### src/design/fti_pkg.sv
`default_nettype none
package fti_pkg;
   // ------------------------------------------------------------
   // rounding mode encodings
   // ------------------------------------------------------------
   localparam logic [1:0] RM_NEAREST = 2'h0; // round to nearest even
   localparam logic [1:0] RM_PLUS = 2'h1; // toward plus infinity
   localparam logic [1:0] RM_MINUS = 2'h2; // toward minus infinity
   localparam logic [1:0] RM_ZERO = 2'h3; // toward zero

   // ------------------------------------------------------------
   // single precision thresholds, magnitude only
   // ------------------------------------------------------------
   localparam logic [30:0] SP_INF = 31'h7f800000;
   localparam logic [30:0] SP_2P32 = 31'h4f800000;
   localparam logic [30:0] SP_2P31 = 31'h4f000000;
   localparam logic [30:0] SP_2P30 = 31'h4e800000;
   localparam logic [7:0] SP_EXP_ONE = 8'h7f; // exponent of 1.0
   localparam logic [7:0] SP_EXP_HALF = 8'h7e; // exponent of 0.5

   // ------------------------------------------------------------
   // double precision thresholds, magnitude only
   // ------------------------------------------------------------
   localparam logic [62:0] DP_INF = 63'h7ff0000000000000;
   localparam logic [62:0] DP_2P32 = 63'h41f0000000000000;
   localparam logic [62:0] DP_U_NP = 63'h41efffffffe00000; // above: P
   localparam logic [62:0] DP_U_N = 63'h41efffffffefffff; // above: N
   localparam logic [62:0] DP_2P31 = 63'h41e0000000000000;
   localparam logic [62:0] DP_S_P = 63'h41dfffffffc00000; // above: P
   localparam logic [62:0] DP_S_N = 63'h41dfffffffdfffff; // above: N
   localparam logic [62:0] DP_2P30 = 63'h41d0000000000000;
   localparam logic [62:0] DP_NEG_HALF = 63'h41e0000000100000;
   localparam logic [62:0] DP_NEG_ONE = 63'h41e0000000200000;
   localparam logic [10:0] DP_EXP_ONE = 11'h3ff;
   localparam logic [10:0] DP_EXP_HALF = 11'h3fe;

   // ------------------------------------------------------------
   // stored results
   // ------------------------------------------------------------
   localparam logic [31:0] RES_ZERO = 32'h00000000;
   localparam logic [31:0] RES_U_MAX = 32'hffffffff;
   localparam logic [31:0] RES_S_MAX = 32'h7fffffff;
   localparam logic [31:0] RES_S_MIN = 32'h80000000;

   // ------------------------------------------------------------
   // types
   // ------------------------------------------------------------
   typedef enum logic [2:0] {
      unsigned_int_to_float_op = 3'h0,
      signed_int_to_float_op = 3'h1,
      float_to_unsigned_op = 3'h2,
      float_to_unsigned_rz_op = 3'h3,
      float_to_signed_op = 3'h4,
      float_to_signed_rz_op = 3'h5
   } fti_op_t;

   // response class of one input range
   typedef enum logic [2:0] {
      resp_none = 3'h0,
      resp_all = 3'h1,
      resp_signed = 3'h2,
      resp_unsigned = 3'h3,
      signed_bounce_except_rz = 3'h4,
      unsigned_bounce_except_rz = 3'h5,
      resp_u_and_snz = 3'h6,
      resp_s_and_unz = 3'h7
   } fti_resp_t;

   typedef struct packed {
      logic valid; // conversion issued this cycle
      fti_op_t op;
      logic dp; // operand is double precision
      logic [1:0] rmode; // current rounding mode
      logic [63:0] operand; // single precision in [31:0]
   } fti_req_t;

   typedef struct packed {
      fti_resp_t resp;
      logic u_inv; // unsigned status invalid
      logic s_inv; // signed status invalid
      logic u_fix; // unsigned result fixed here
      logic s_fix; // signed result fixed here
      logic [31:0] u_res;
      logic [31:0] s_res;
   } fti_cls_t;

   typedef struct packed {
      logic valid; // answer to a request one cycle back
      logic bounce; // hand to support code
      logic invalid; // invalid operation status
      logic fixed; // result below replaces datapath value
      logic [31:0] result;
   } fti_rsp_t;

   // negative value whose integer rounds to zero
   function automatic logic fti_neg_to_zero(input logic is_zero,
         input logic below_half, input logic at_half,
         input logic below_one, input logic [1:0] rm);
      return is_zero | (below_one & ((rm == RM_ZERO) |
         (rm == RM_PLUS) |
         ((rm == RM_NEAREST) & (below_half | at_half))));
   endfunction : fti_neg_to_zero
endpackage : fti_pkg
`default_nettype wire

### src/design/fti_sp_classify.sv
`timescale 1ns/1ps
`default_nettype none
module fti_sp_classify (
   input wire logic [31:0] x,
   input wire logic [1:0] rm,
   output var fti_pkg::fti_cls_t cls
);
   // ------------------------------------------------------------
   // field split
   // ------------------------------------------------------------
   logic sgn; // sign of operand
   logic [30:0] mag; // magnitude bits
   logic to_zero; // negative that rounds to zero
   assign sgn = x[31];
   assign mag = x[30:0];
   assign to_zero = fti_pkg::fti_neg_to_zero(mag == 31'h0,
      x[30:23] < fti_pkg::SP_EXP_HALF,
      (x[30:23] == fti_pkg::SP_EXP_HALF) & (x[22:0] == 23'h0),
      x[30:23] < fti_pkg::SP_EXP_ONE, rm);

   // ------------------------------------------------------------
   // range decode, nan checked first
   // ------------------------------------------------------------
   always_comb begin
      cls = '0;
      cls.resp = fti_pkg::resp_none;
      if (mag > fti_pkg::SP_INF) begin
         cls.resp = fti_pkg::resp_all;
         cls.u_inv = 1'b1;
         cls.s_inv = 1'b1;
         cls.u_fix = 1'b1;
         cls.s_fix = 1'b1;
      end else if (!sgn) begin
         if (mag >= fti_pkg::SP_2P32) begin
            cls.resp = fti_pkg::resp_all;
            cls.u_inv = 1'b1;
            cls.s_inv = 1'b1;
            cls.u_fix = 1'b1;
            cls.s_fix = 1'b1;
            cls.u_res = fti_pkg::RES_U_MAX;
            cls.s_res = fti_pkg::RES_S_MAX;
         end else if (mag >= fti_pkg::SP_2P31) begin
            cls.resp = fti_pkg::resp_s_and_unz;
            cls.s_inv = 1'b1;
            cls.s_fix = 1'b1;
            cls.s_res = fti_pkg::RES_S_MAX;
         end else if (mag >= fti_pkg::SP_2P30) begin
            cls.resp = fti_pkg::signed_bounce_except_rz;
         end
         // below 2^30 stays resp_none, both valid
      end else begin
         // unsigned of a negative: zero, invalid unless it rounds to 0
         cls.u_fix = 1'b1;
         cls.u_inv = !to_zero;
         if (mag < fti_pkg::SP_2P31) begin
            cls.resp = fti_pkg::resp_unsigned;
         end else if (mag == fti_pkg::SP_2P31) begin
            cls.resp = fti_pkg::resp_u_and_snz;
            cls.s_fix = 1'b1;
            cls.s_res = fti_pkg::RES_S_MIN;
         end else begin
            cls.resp = fti_pkg::resp_all;
            cls.s_inv = 1'b1;
            cls.s_fix = 1'b1;
            cls.s_res = fti_pkg::RES_S_MIN;
         end
      end
   end
endmodule : fti_sp_classify
`default_nettype wire

### src/design/fti_dp_classify.sv
`timescale 1ns/1ps
`default_nettype none
module fti_dp_classify (
   input wire logic [63:0] x,
   input wire logic [1:0] rm,
   output var fti_pkg::fti_cls_t cls
);
   // ------------------------------------------------------------
   // field split
   // ------------------------------------------------------------
   logic sgn; // sign of operand
   logic [62:0] mag; // magnitude bits
   logic to_zero; // negative that rounds to zero
   logic np; // nearest or plus mode
   assign sgn = x[63];
   assign mag = x[62:0];
   assign np = (rm == fti_pkg::RM_NEAREST) | (rm == fti_pkg::RM_PLUS);
   assign to_zero = fti_pkg::fti_neg_to_zero(mag == 63'h0,
      x[62:52] < fti_pkg::DP_EXP_HALF,
      (x[62:52] == fti_pkg::DP_EXP_HALF) & (x[51:0] == 52'h0),
      x[62:52] < fti_pkg::DP_EXP_ONE, rm);

   // ------------------------------------------------------------
   // range decode; the mode-dependent status follows the rounding
   // carry into the next integer at each band's top
   // ------------------------------------------------------------
   always_comb begin
      cls = '0;
      cls.resp = fti_pkg::resp_none;
      if (mag > fti_pkg::DP_INF ||
            (sgn && mag == fti_pkg::DP_INF)) begin
         cls.resp = fti_pkg::resp_all;
         cls.u_inv = 1'b1;
         cls.s_inv = 1'b1;
         cls.u_fix = 1'b1;
         cls.s_fix = 1'b1;
      end else if (!sgn) begin
         if (mag >= fti_pkg::DP_2P32) begin
            cls.resp = fti_pkg::resp_all;
            cls.u_inv = 1'b1;
            cls.s_inv = 1'b1;
            cls.u_fix = 1'b1;
            cls.s_fix = 1'b1;
            cls.u_res = fti_pkg::RES_U_MAX;
            cls.s_res = fti_pkg::RES_S_MAX;
         end else if (mag >= fti_pkg::DP_2P31) begin
            cls.resp = fti_pkg::resp_s_and_unz;
            cls.s_inv = 1'b1;
            cls.s_fix = 1'b1;
            cls.s_res = fti_pkg::RES_S_MAX;
            cls.u_inv = (mag > fti_pkg::DP_U_N && np) ||
               (mag > fti_pkg::DP_U_NP && rm == fti_pkg::RM_PLUS);
            cls.u_fix = cls.u_inv;
            cls.u_res = cls.u_inv ? fti_pkg::RES_U_MAX : fti_pkg::RES_ZERO;
         end else if (mag >= fti_pkg::DP_2P30) begin
            cls.resp = fti_pkg::signed_bounce_except_rz;
            cls.s_inv = (mag > fti_pkg::DP_S_N && np) ||
               (mag > fti_pkg::DP_S_P && rm == fti_pkg::RM_PLUS);
            cls.s_fix = cls.s_inv;
            cls.s_res = cls.s_inv ? fti_pkg::RES_S_MAX : fti_pkg::RES_ZERO;
         end
         // below 2^30 stays resp_none
      end else begin
         cls.u_fix = 1'b1;
         cls.u_inv = !to_zero;
         if (mag < fti_pkg::DP_2P31) begin
            cls.resp = fti_pkg::resp_unsigned;
         end else if (mag < fti_pkg::DP_NEG_ONE) begin
            cls.resp = fti_pkg::resp_u_and_snz;
            cls.s_fix = 1'b1;
            cls.s_res = fti_pkg::RES_S_MIN;
            cls.s_inv = (mag != fti_pkg::DP_2P31) &&
               ((rm == fti_pkg::RM_MINUS) ||
               (mag > fti_pkg::DP_NEG_HALF && rm == fti_pkg::RM_NEAREST));
         end else begin
            cls.resp = fti_pkg::resp_all;
            cls.s_inv = 1'b1;
            cls.s_fix = 1'b1;
            cls.s_res = fti_pkg::RES_S_MIN;
         end
      end
   end
endmodule : fti_dp_classify
`default_nettype wire

### src/design/fti_bounce_detect.sv
// Overview of operation
// - integer to float never bounces
// - out of range reports invalid only
// - thresholds depend on rounding mode
// - response class picks which conversions bounce
// - single nan bounces, zero, invalid
// - single from infinity to 2^32 bounces, saturates
// - single 2^31 band: signed saturates invalid
// - single 2^30 band valid, signed bounce except rz
// - single below 2^30 never bounces
// - single small negatives bounce unsigned only
// - single minus 2^31 signed valid 0x80000000
// - single below minus 2^31 always bounces
// - negative rounding to zero is not invalid
// - double nan, minus infinity bounce, zero
// - double from infinity to 2^32 bounces
// - double 2^31 band, unsigned status by mode
// - double 2^30 band, signed status by mode
// - double below 2^30 never bounces
// - double small negatives bounce unsigned only
// - double near minus 2^31, signed status by mode
// - double far negatives always bounce
// - bounce marks only a potential exception
`timescale 1ns/1ps
`default_nettype none
module fti_bounce_detect (
   input wire logic clk,
   input wire logic rst_n,
   input wire fti_pkg::fti_req_t req,
   output var fti_pkg::fti_rsp_t rsp
);
   // ------------------------------------------------------------
   // operation decode
   // ------------------------------------------------------------
   logic is_itof; // integer to float conversion
   logic is_fti; // float to integer conversion
   logic is_sgn; // signed integer side
   logic force_rz; // op itself rounds toward zero
   logic [1:0] eff_rm; // rounding mode the conversion uses
   logic rz; // effective mode is round toward zero

   // which family and which flavour the request belongs to
   always_comb begin
      is_itof = 1'b0;
      is_fti = 1'b0;
      is_sgn = 1'b0;
      force_rz = 1'b0;
      case (req.op)
         fti_pkg::unsigned_int_to_float_op: begin
            is_itof = 1'b1;
         end
         fti_pkg::signed_int_to_float_op: begin
            is_itof = 1'b1;
            is_sgn = 1'b1;
         end
         fti_pkg::float_to_unsigned_op: begin
            is_fti = 1'b1;
         end
         fti_pkg::float_to_unsigned_rz_op: begin
            is_fti = 1'b1;
            force_rz = 1'b1;
         end
         fti_pkg::float_to_signed_op: begin
            is_fti = 1'b1;
            is_sgn = 1'b1;
         end
         fti_pkg::float_to_signed_rz_op: begin
            is_fti = 1'b1;
            is_sgn = 1'b1;
            force_rz = 1'b1;
         end
         default: begin
            // unused codes are treated as no conversion at all
            is_fti = 1'b0;
         end
      endcase
   end

   // the rz flavours ignore the mode register; the thresholds
   // below are chosen per mode so signed rz runs widest
   assign eff_rm = force_rz ? fti_pkg::RM_ZERO : req.rmode;
   assign rz = (eff_rm == fti_pkg::RM_ZERO);

   // ------------------------------------------------------------
   // range classifiers, one per precision
   // ------------------------------------------------------------
   fti_pkg::fti_cls_t sp_cls; // single precision verdict
   fti_pkg::fti_cls_t dp_cls; // double precision verdict
   fti_pkg::fti_cls_t cls; // verdict for this request

   // single precision operand sits in the low word
   fti_sp_classify u_sp (
      .x(req.operand[31:0]),
      .rm(eff_rm),
      .cls(sp_cls)
   );

   fti_dp_classify u_dp (
      .x(req.operand),
      .rm(eff_rm),
      .cls(dp_cls)
   );

   assign cls = req.dp ? dp_cls : sp_cls;

   // ------------------------------------------------------------
   // response class to bounce decision
   // ------------------------------------------------------------
   logic cls_bounce; // bounce implied by the class

   // pessimistic: a bounce is only a potential exception, the
   // support code settles the true status afterwards
   always_comb begin
      case (cls.resp)
         fti_pkg::resp_all: cls_bounce = 1'b1;
         fti_pkg::resp_signed: cls_bounce = is_sgn;
         fti_pkg::resp_unsigned: cls_bounce = !is_sgn;
         fti_pkg::signed_bounce_except_rz: begin
            cls_bounce = is_sgn && !rz;
         end
         fti_pkg::unsigned_bounce_except_rz: begin
            cls_bounce = !is_sgn && !rz;
         end
         fti_pkg::resp_u_and_snz: begin
            cls_bounce = !is_sgn || !rz;
         end
         fti_pkg::resp_s_and_unz: begin
            cls_bounce = is_sgn || !rz;
         end
         default: cls_bounce = 1'b0;
      endcase
   end

   // ------------------------------------------------------------
   // next response, all combinational from the request
   // ------------------------------------------------------------
   fti_pkg::fti_rsp_t next_rsp; // answer formed in the issue cycle

   // decided in the issue cycle so the flag lands well before the
   // conversion result can commit
   always_comb begin
      next_rsp = '0;
      next_rsp.valid = req.valid;
      if (req.valid && is_fti) begin
         next_rsp.bounce = cls_bounce;
         // only invalid status exists here, no overflow path
         next_rsp.invalid = is_sgn ? cls.s_inv : cls.u_inv;
         next_rsp.fixed = is_sgn ? cls.s_fix : cls.u_fix;
         next_rsp.result = is_sgn ? cls.s_res : cls.u_res;
      end
      // integer to float leaves every flag low
   end

   // ------------------------------------------------------------
   // output register
   // ------------------------------------------------------------
   // one flop stage keeps the outputs glitch free; costs one cycle
   always_ff @(posedge clk or negedge rst_n) begin
      if (!rst_n) begin
         rsp <= '0;
      end else begin
         rsp <= next_rsp;
      end
   end

   // ------------------------------------------------------------
   // checking helpers
   // ------------------------------------------------------------
   fti_pkg::fti_req_t p; // request answered by rsp
   logic p_sgn; // signed flavour of that request
   logic p_rz; // that request ran round toward zero
   logic p_fti; // that request was float to integer
   logic [31:0] p_sx; // its single precision word
   logic [62:0] p_dm; // its double precision magnitude

   // copy of the request one cycle back, read only by checks
   always_ff @(posedge clk or negedge rst_n) begin
      if (!rst_n) begin
         p <= '0;
         p_sgn <= 1'b0;
         p_rz <= 1'b0;
         p_fti <= 1'b0;
      end else begin
         p <= req;
         p_sgn <= is_sgn;
         p_rz <= rz;
         p_fti <= is_fti;
      end
   end

   assign p_sx = p.operand[31:0];
   assign p_dm = p.operand[62:0];
endmodule : fti_bounce_detect
`default_nettype wire

### config.mk
export PLATFORM = sky130hd
export DESIGN_NAME = fti_bounce_detect
export DESIGN_NICKNAME = d
export VERILOG_FILES = /design/src/design/fti_pkg.sv /design/src/design/fti_sp_classify.sv /design/src/design/fti_dp_classify.sv /design/src/design/fti_bounce_detect.sv
export SDC_FILE = /design/constraint.sdc
export NUM_CORES = 1
export LEC_CHECK = 0
export BUFFER_PORTS_ARGS = -buffer_cell sky130_fd_sc_hd__buf_2
export CAP_MARGIN = 15
export CORE_ASPECT_RATIO = 0.7
export CORE_MARGIN = 3
export CORE_UTILIZATION = 37
export CTS_CLUSTER_SIZE = 10
export DETAILED_ROUTE_END_ITERATION = 8
export HOLD_SLACK_MARGIN = 0.1
export SYNTH_ARGS = -nofsm -noshare
export SYNTH_HDL_FRONTEND = slang
export SYNTH_HIERARCHICAL = 1
export SYNTH_SLANG_ARGS = --single-unit
### constraint.sdc
create_clock -name clk -period 0.8 [get_ports clk]
set_clock_uncertainty 0.05 [all_clocks]
set_input_delay 0.08 -clock clk [delete_from_list [all_inputs] [get_ports clk]]
set_output_delay 0.08 -clock clk [all_outputs]
set_load 0.005 [all_outputs]
After elaboration in Yosys (flattened, before gate mapping)
Cells that the tools add are included.

Output and inout port bits: 36. Bits in registers: 36.

Multiplexer cells: 52. Magnitude comparators: 20. Equal/unequal tests: 20. Reductions and logical operators: 28. Bitwise gates (word level): 14.

Operator list (count): $mux W32 (13); $gt A63 B63 Y1 const B (6); $ge A63 B63 Y1 const B (3); $mux W71 (2); $mux W64 (2); $lt A63 B63 Y1 const B (2); $ge A31 B31 Y1 const B (3); $eq A63 B63 Y1 const B (1); $logic_not A63 Y1 (1); $ne A63 B63 Y1 const B (1); $mux W31 (2); $logic_not A52 Y1 (1); $mux W35 (1); $eq A31 B31 Y1 const B (1); $gt A31 B31 Y1 const B (1); $logic_not A31 Y1 (1); $lt A31 B31 Y1 const B (1); $mux W7 (4); $mux W3 (9); $logic_not A23 Y1 (1); $lt A11 B10 Y1 const B (2); $eq A3 B3 Y1 const B (6); $mux W1 (17); $lt A8 B7 Y1 const B (2); other kinds (17) (51).

Logic depth before layout (Yosys ltp)
Depth after elaboration: 18. Depth in mapped cells: 12. Depth with buffers taken out: 11.

Modules after synthesis
Netlist, hierarchy kept.

By module, submodules not included: fti_bounce_detect (times used 1, area each 2098.3 um^2, cells each 134); fti_dp_classify (times used 1, area each 1037.2 um^2, cells each 155); fti_sp_classify (times used 1, area each 785.8 um^2, cells each 112).

Worst setup path before layout
OpenSTA, ideal clock, no wires.

Path kind: in2reg. Start: input port req[68] (netlist bit). End: register rsp[10] (netlist bit). Path slack: -2461 ps. Library setup time: 74 ps. Data arrival time: 3137 ps. Stages: 12. Cell sequence: xor2_1 nand2_1 nand2b_1 nand4b_1 nor4_1 nand3_1 a2111oi_1 nor2_1 nor2b_1 buf_4 mux4_2 nor2b_1.

RTL lines: from (decl) (line fti_bounce_detect.sv:29) `input wire fti_pkg::fti_req_t req,`; to (signal assigned) (line fti_bounce_detect.sv:162) `rsp <= next_rsp;`; to (decl) (line fti_bounce_detect.sv:30) `output var fti_pkg::fti_rsp_t rsp`.

==> metrics <==
status finished with violations; failing checks setup timing; root buf cell clkbuf_16; Inst Count DP around 570; drt initial violations around 160; placed instance area between 4000 and 5000 um2; vias in the first global route between 3000 and 4000; fin cells ~600; slew margin rel. between 40% and 50%; crit path cell chain buf_2 > nor4_1 > nand4_1 > nor4_4 > buf_4 > buf_4 > a31o_2 > o22a_1 > mux2i_1 > or2_4 > or3_4 > a31oi_4; Crit path required time 0.95 ns; Port Buffers around 110; largest family of logic cells by synthesized area buffers and inverters; Site Rows 30; Die X about 130 um; main flop type after synthesis dfrtp_1; Setup crit end kind flop; Syn Std Cell Area roughly 3900 um2; HP Class in -> reg; unrepaired setup endpoints after global routing yes; CP peak stage delay 0.39 ns; antenna diode count 0; Netlist cell types 57; Routed wire per std cell roughly 18 um; share of total power in the clock network about a third; DR vias/cell 5.38; Total GRT Usage about 18%; Worst Max-Slew Pin Slew between 0.8 and 0.9 ns; final core utilization between 50% and 60%; fin area approximately 5000 um2; drt total wl approximately 11000 um; P_int around 4300 uW; fillers between 800 and 900; PnR worst setup slack -1.65 ns; post-synthesis sequential area ratio around 23%; Switching Fraction between 20% and 30%; min cycle time layout 2.45 ns; Final Max Slew Viols 0; Core Region 10000 um2; CP dominant cell by count buf_4; Synth Area in Compound Gates 7.37%; Synth Area in XOR/XNOR 0.447%; area of the die 11900 um2; Most Crowded Layer GR met2; Setup-failing EPs final slightly above 70; VDD IR max ~690 uV; Comb power frac ~35%; Post-synth EDFFs 0; asr flop ratio synth 100%; fraction of layout cells with a size suffix above 1 around three fifths; Largest Register rsp; Crit path buffers/inverters 3; met1 Use GR 24.4%; Largest register FFs 36; largest net degree at the start of global routing 37; vias 3232; Setup CP Type in -> reg; Layout area overhead 28.8%; Net Sw Power 1680 uW; Syn Inst Count about 400; Largest delay share family, worst path simple AND/OR/NAND/NOR gates; Max clock buf depth 2; Clock H-tree levels 2; Fmax achieved between 0.4 and 0.5 GHz; CTS tree built; biggest regs rsp (36); PD cells between 1000 and 1500 nW/um2; post-placement setup slack -2.01 ns; IO Pins approximately 110; Adder-Cell Fraction of Synth Area 0%; die height ~92 um; met3 usage 4.19%; GR Overflow Total 0; DR DRC count 0; dpl hpwl between 6000 and 7000 um; final hold vios 0; CP max FO 2; first-pass GRT wire length 16600 um; GPL Wtd Cong between 0.7 and 0.8; Final period util 306%; leak pwr 0.00222 uW; mux contribution to synthesized area 20.4%; DRT Pass-1 Iters 4; max cap viols 0; CTS Buf Count 5; number of nets in the layout ~550; Post-DRT Antenna Nets 0; CTS clock-pin slew for the worst setup and hold paths roughly 0.05 ns; CTS sink count 36; CP Launch Type input port; sequential power share around 32%; syn nets 474; Worst EP arrival 2.60 ns; Post-Syn Area per Cell between 9 and 10 um2; Synth Area in Simple Gates 22.7%; #FFs+latches synth 36; met2 global-route usage between 20% and 30%; synth warn 6; antenna violations before repair 0; Initial Utilization between 30% and 40%; slowest cell on the critical path or3_4
## tightest hold or removal path, cell delays in order
cell and delay (ns):
buf_2 0.11, nand2_1 0.20, a31oi_4 0.06
## cell type report
| type | instances | area [um2] | share of cell area [%] |
|---|---|---|---|
| clock buffer | 7 | 143 | 2.82 |
| clock inverter | 1 | 7.51 | 0.149 |
| inverter | 5 | 18.8 | 0.371 |
| multi-input combinational | 225 | 2330 | 46.2 |
| sequential | 36 | 901 | 17.8 |
| tap | 128 | 160 | 3.17 |
| timing repair buffer | 199 | 1490 | 29.4 |
## cells by family after synthesis
family,count (synthesis)
multiplexers,37
AND/OR/NAND/NOR,146
AO/OA/AOI/OAI,39
buffers and inverters,141
flip-flops,36
XOR/XNOR,2
## cells in the final DEF (no fill, tap or decap), types with 2 or more instances in the layout
master	count
nand2b_1	5
nor3b_1	2
nor2b_4	15
nand4b_1	2
o21ai_0	5
o2111ai_1	2
buf_12	9
nor2b_1	24
nor2_2	3
dlygate4sd3_1	2
nand3_1	6
o22a_1	2
a31oi_1	4
nor4_2	2
and2_1	5
nand2_1	12
nor4b_4	2
nor4_4	4
buf_4	71
nand4_1	10
a21oi_1	9
buf_16	4
nor4_1	15
buf_6	11
mux4_2	34
nor2_1	14
nor3_2	3
dfrtp_1	36
clkbuf_16	5
inv_1	5
o21ai_1	2
nor3_1	4
nand3_2	2
a2111oi_4	2
mux2i_1	2
buf_2	101
## through the flow
stage | setup TNS, ns | power [uW] | hold WS (ns)
6_report | -55.77 | 5980 | 0.171
3_3_place_gp | -67.85 | 3580 | 0.00500
3_5_place_dp | -68.23 | 3600 | 0.0106
2_1_floorplan | -60.18 | 3250 | -0.266
4_1_cts | -51.30 | 5920 | 0.153
5_1_grt | -59.75 | 6270 | 0.179
## repair_timing
action	CTS	global route
pin swaps	17	11
gates resized for setup	51	20
buffers inserted	12	4
hold buffers	2	0
endpoints found under the hold margin	37	0
cloned	7	0
endpoints found under the setup margin	71	71
## per-layer routing
metal / vias up / share of wire (%) / routed length, um
li1: 1500 / - / -
met1: 1609 / 44 / 4630
met2: 103 / 48 / 5080
met3: 20 / 6.6 / 697
met4: 0 / 1.7 / 185
met5: - / 0 / 0
## power by group through the flow
stage	combinational [uW]	sequential, uW	clock [uW]
2_1_floorplan	1280	1960	0
3_3_place_gp	1620	1960	0
3_5_place_dp	1650	1960	0
4_1_cts	1980	1920	2020
5_1_grt	2230	1930	2110
6_report	2060	1920	1990
## synthesized netlist by cell type (all sizes together), types with 2 or more instances
master   instances  area [um2]
mux2i            2        20.0
a21oi           11        66.3
buf            129         978
or2              2        12.5
nand2           14        52.6
inv              5        18.8
nor3             7        45.0
nor2b           39         244
o22a             2        17.5
nand2b           6        37.5
a31oi            5        31.3
nor4b            2        23.8
nand4           11        75.1
nand3            8        45.0
o2111ai          2        17.5
and2             6        40.0
clkbuf           7        26.3
o21ai            7        35.0
nor4            21         146
mux4            34         766
a2111oi          2        18.8
a31o             2        17.5
nand4b           2        17.5
nor2            18        67.6
and3             2        13.8
and4             2        18.8
dfrtp           36         901
nor3b            2        15.0
## path summary, 6_finish.rpt
path,start,end,slack (ns),cells after the start
min in group asynchronous,rst_n,rsp[22],0.25,3
max in group asynchronous,rst_n,rsp[13],0.26,3
worst max-delay path,req[36],rsp[34],-1.65,12
worst min-delay path,req[70],rsp[34],0.17,3
No activity file was read; power rests on OpenSTA's default activity.
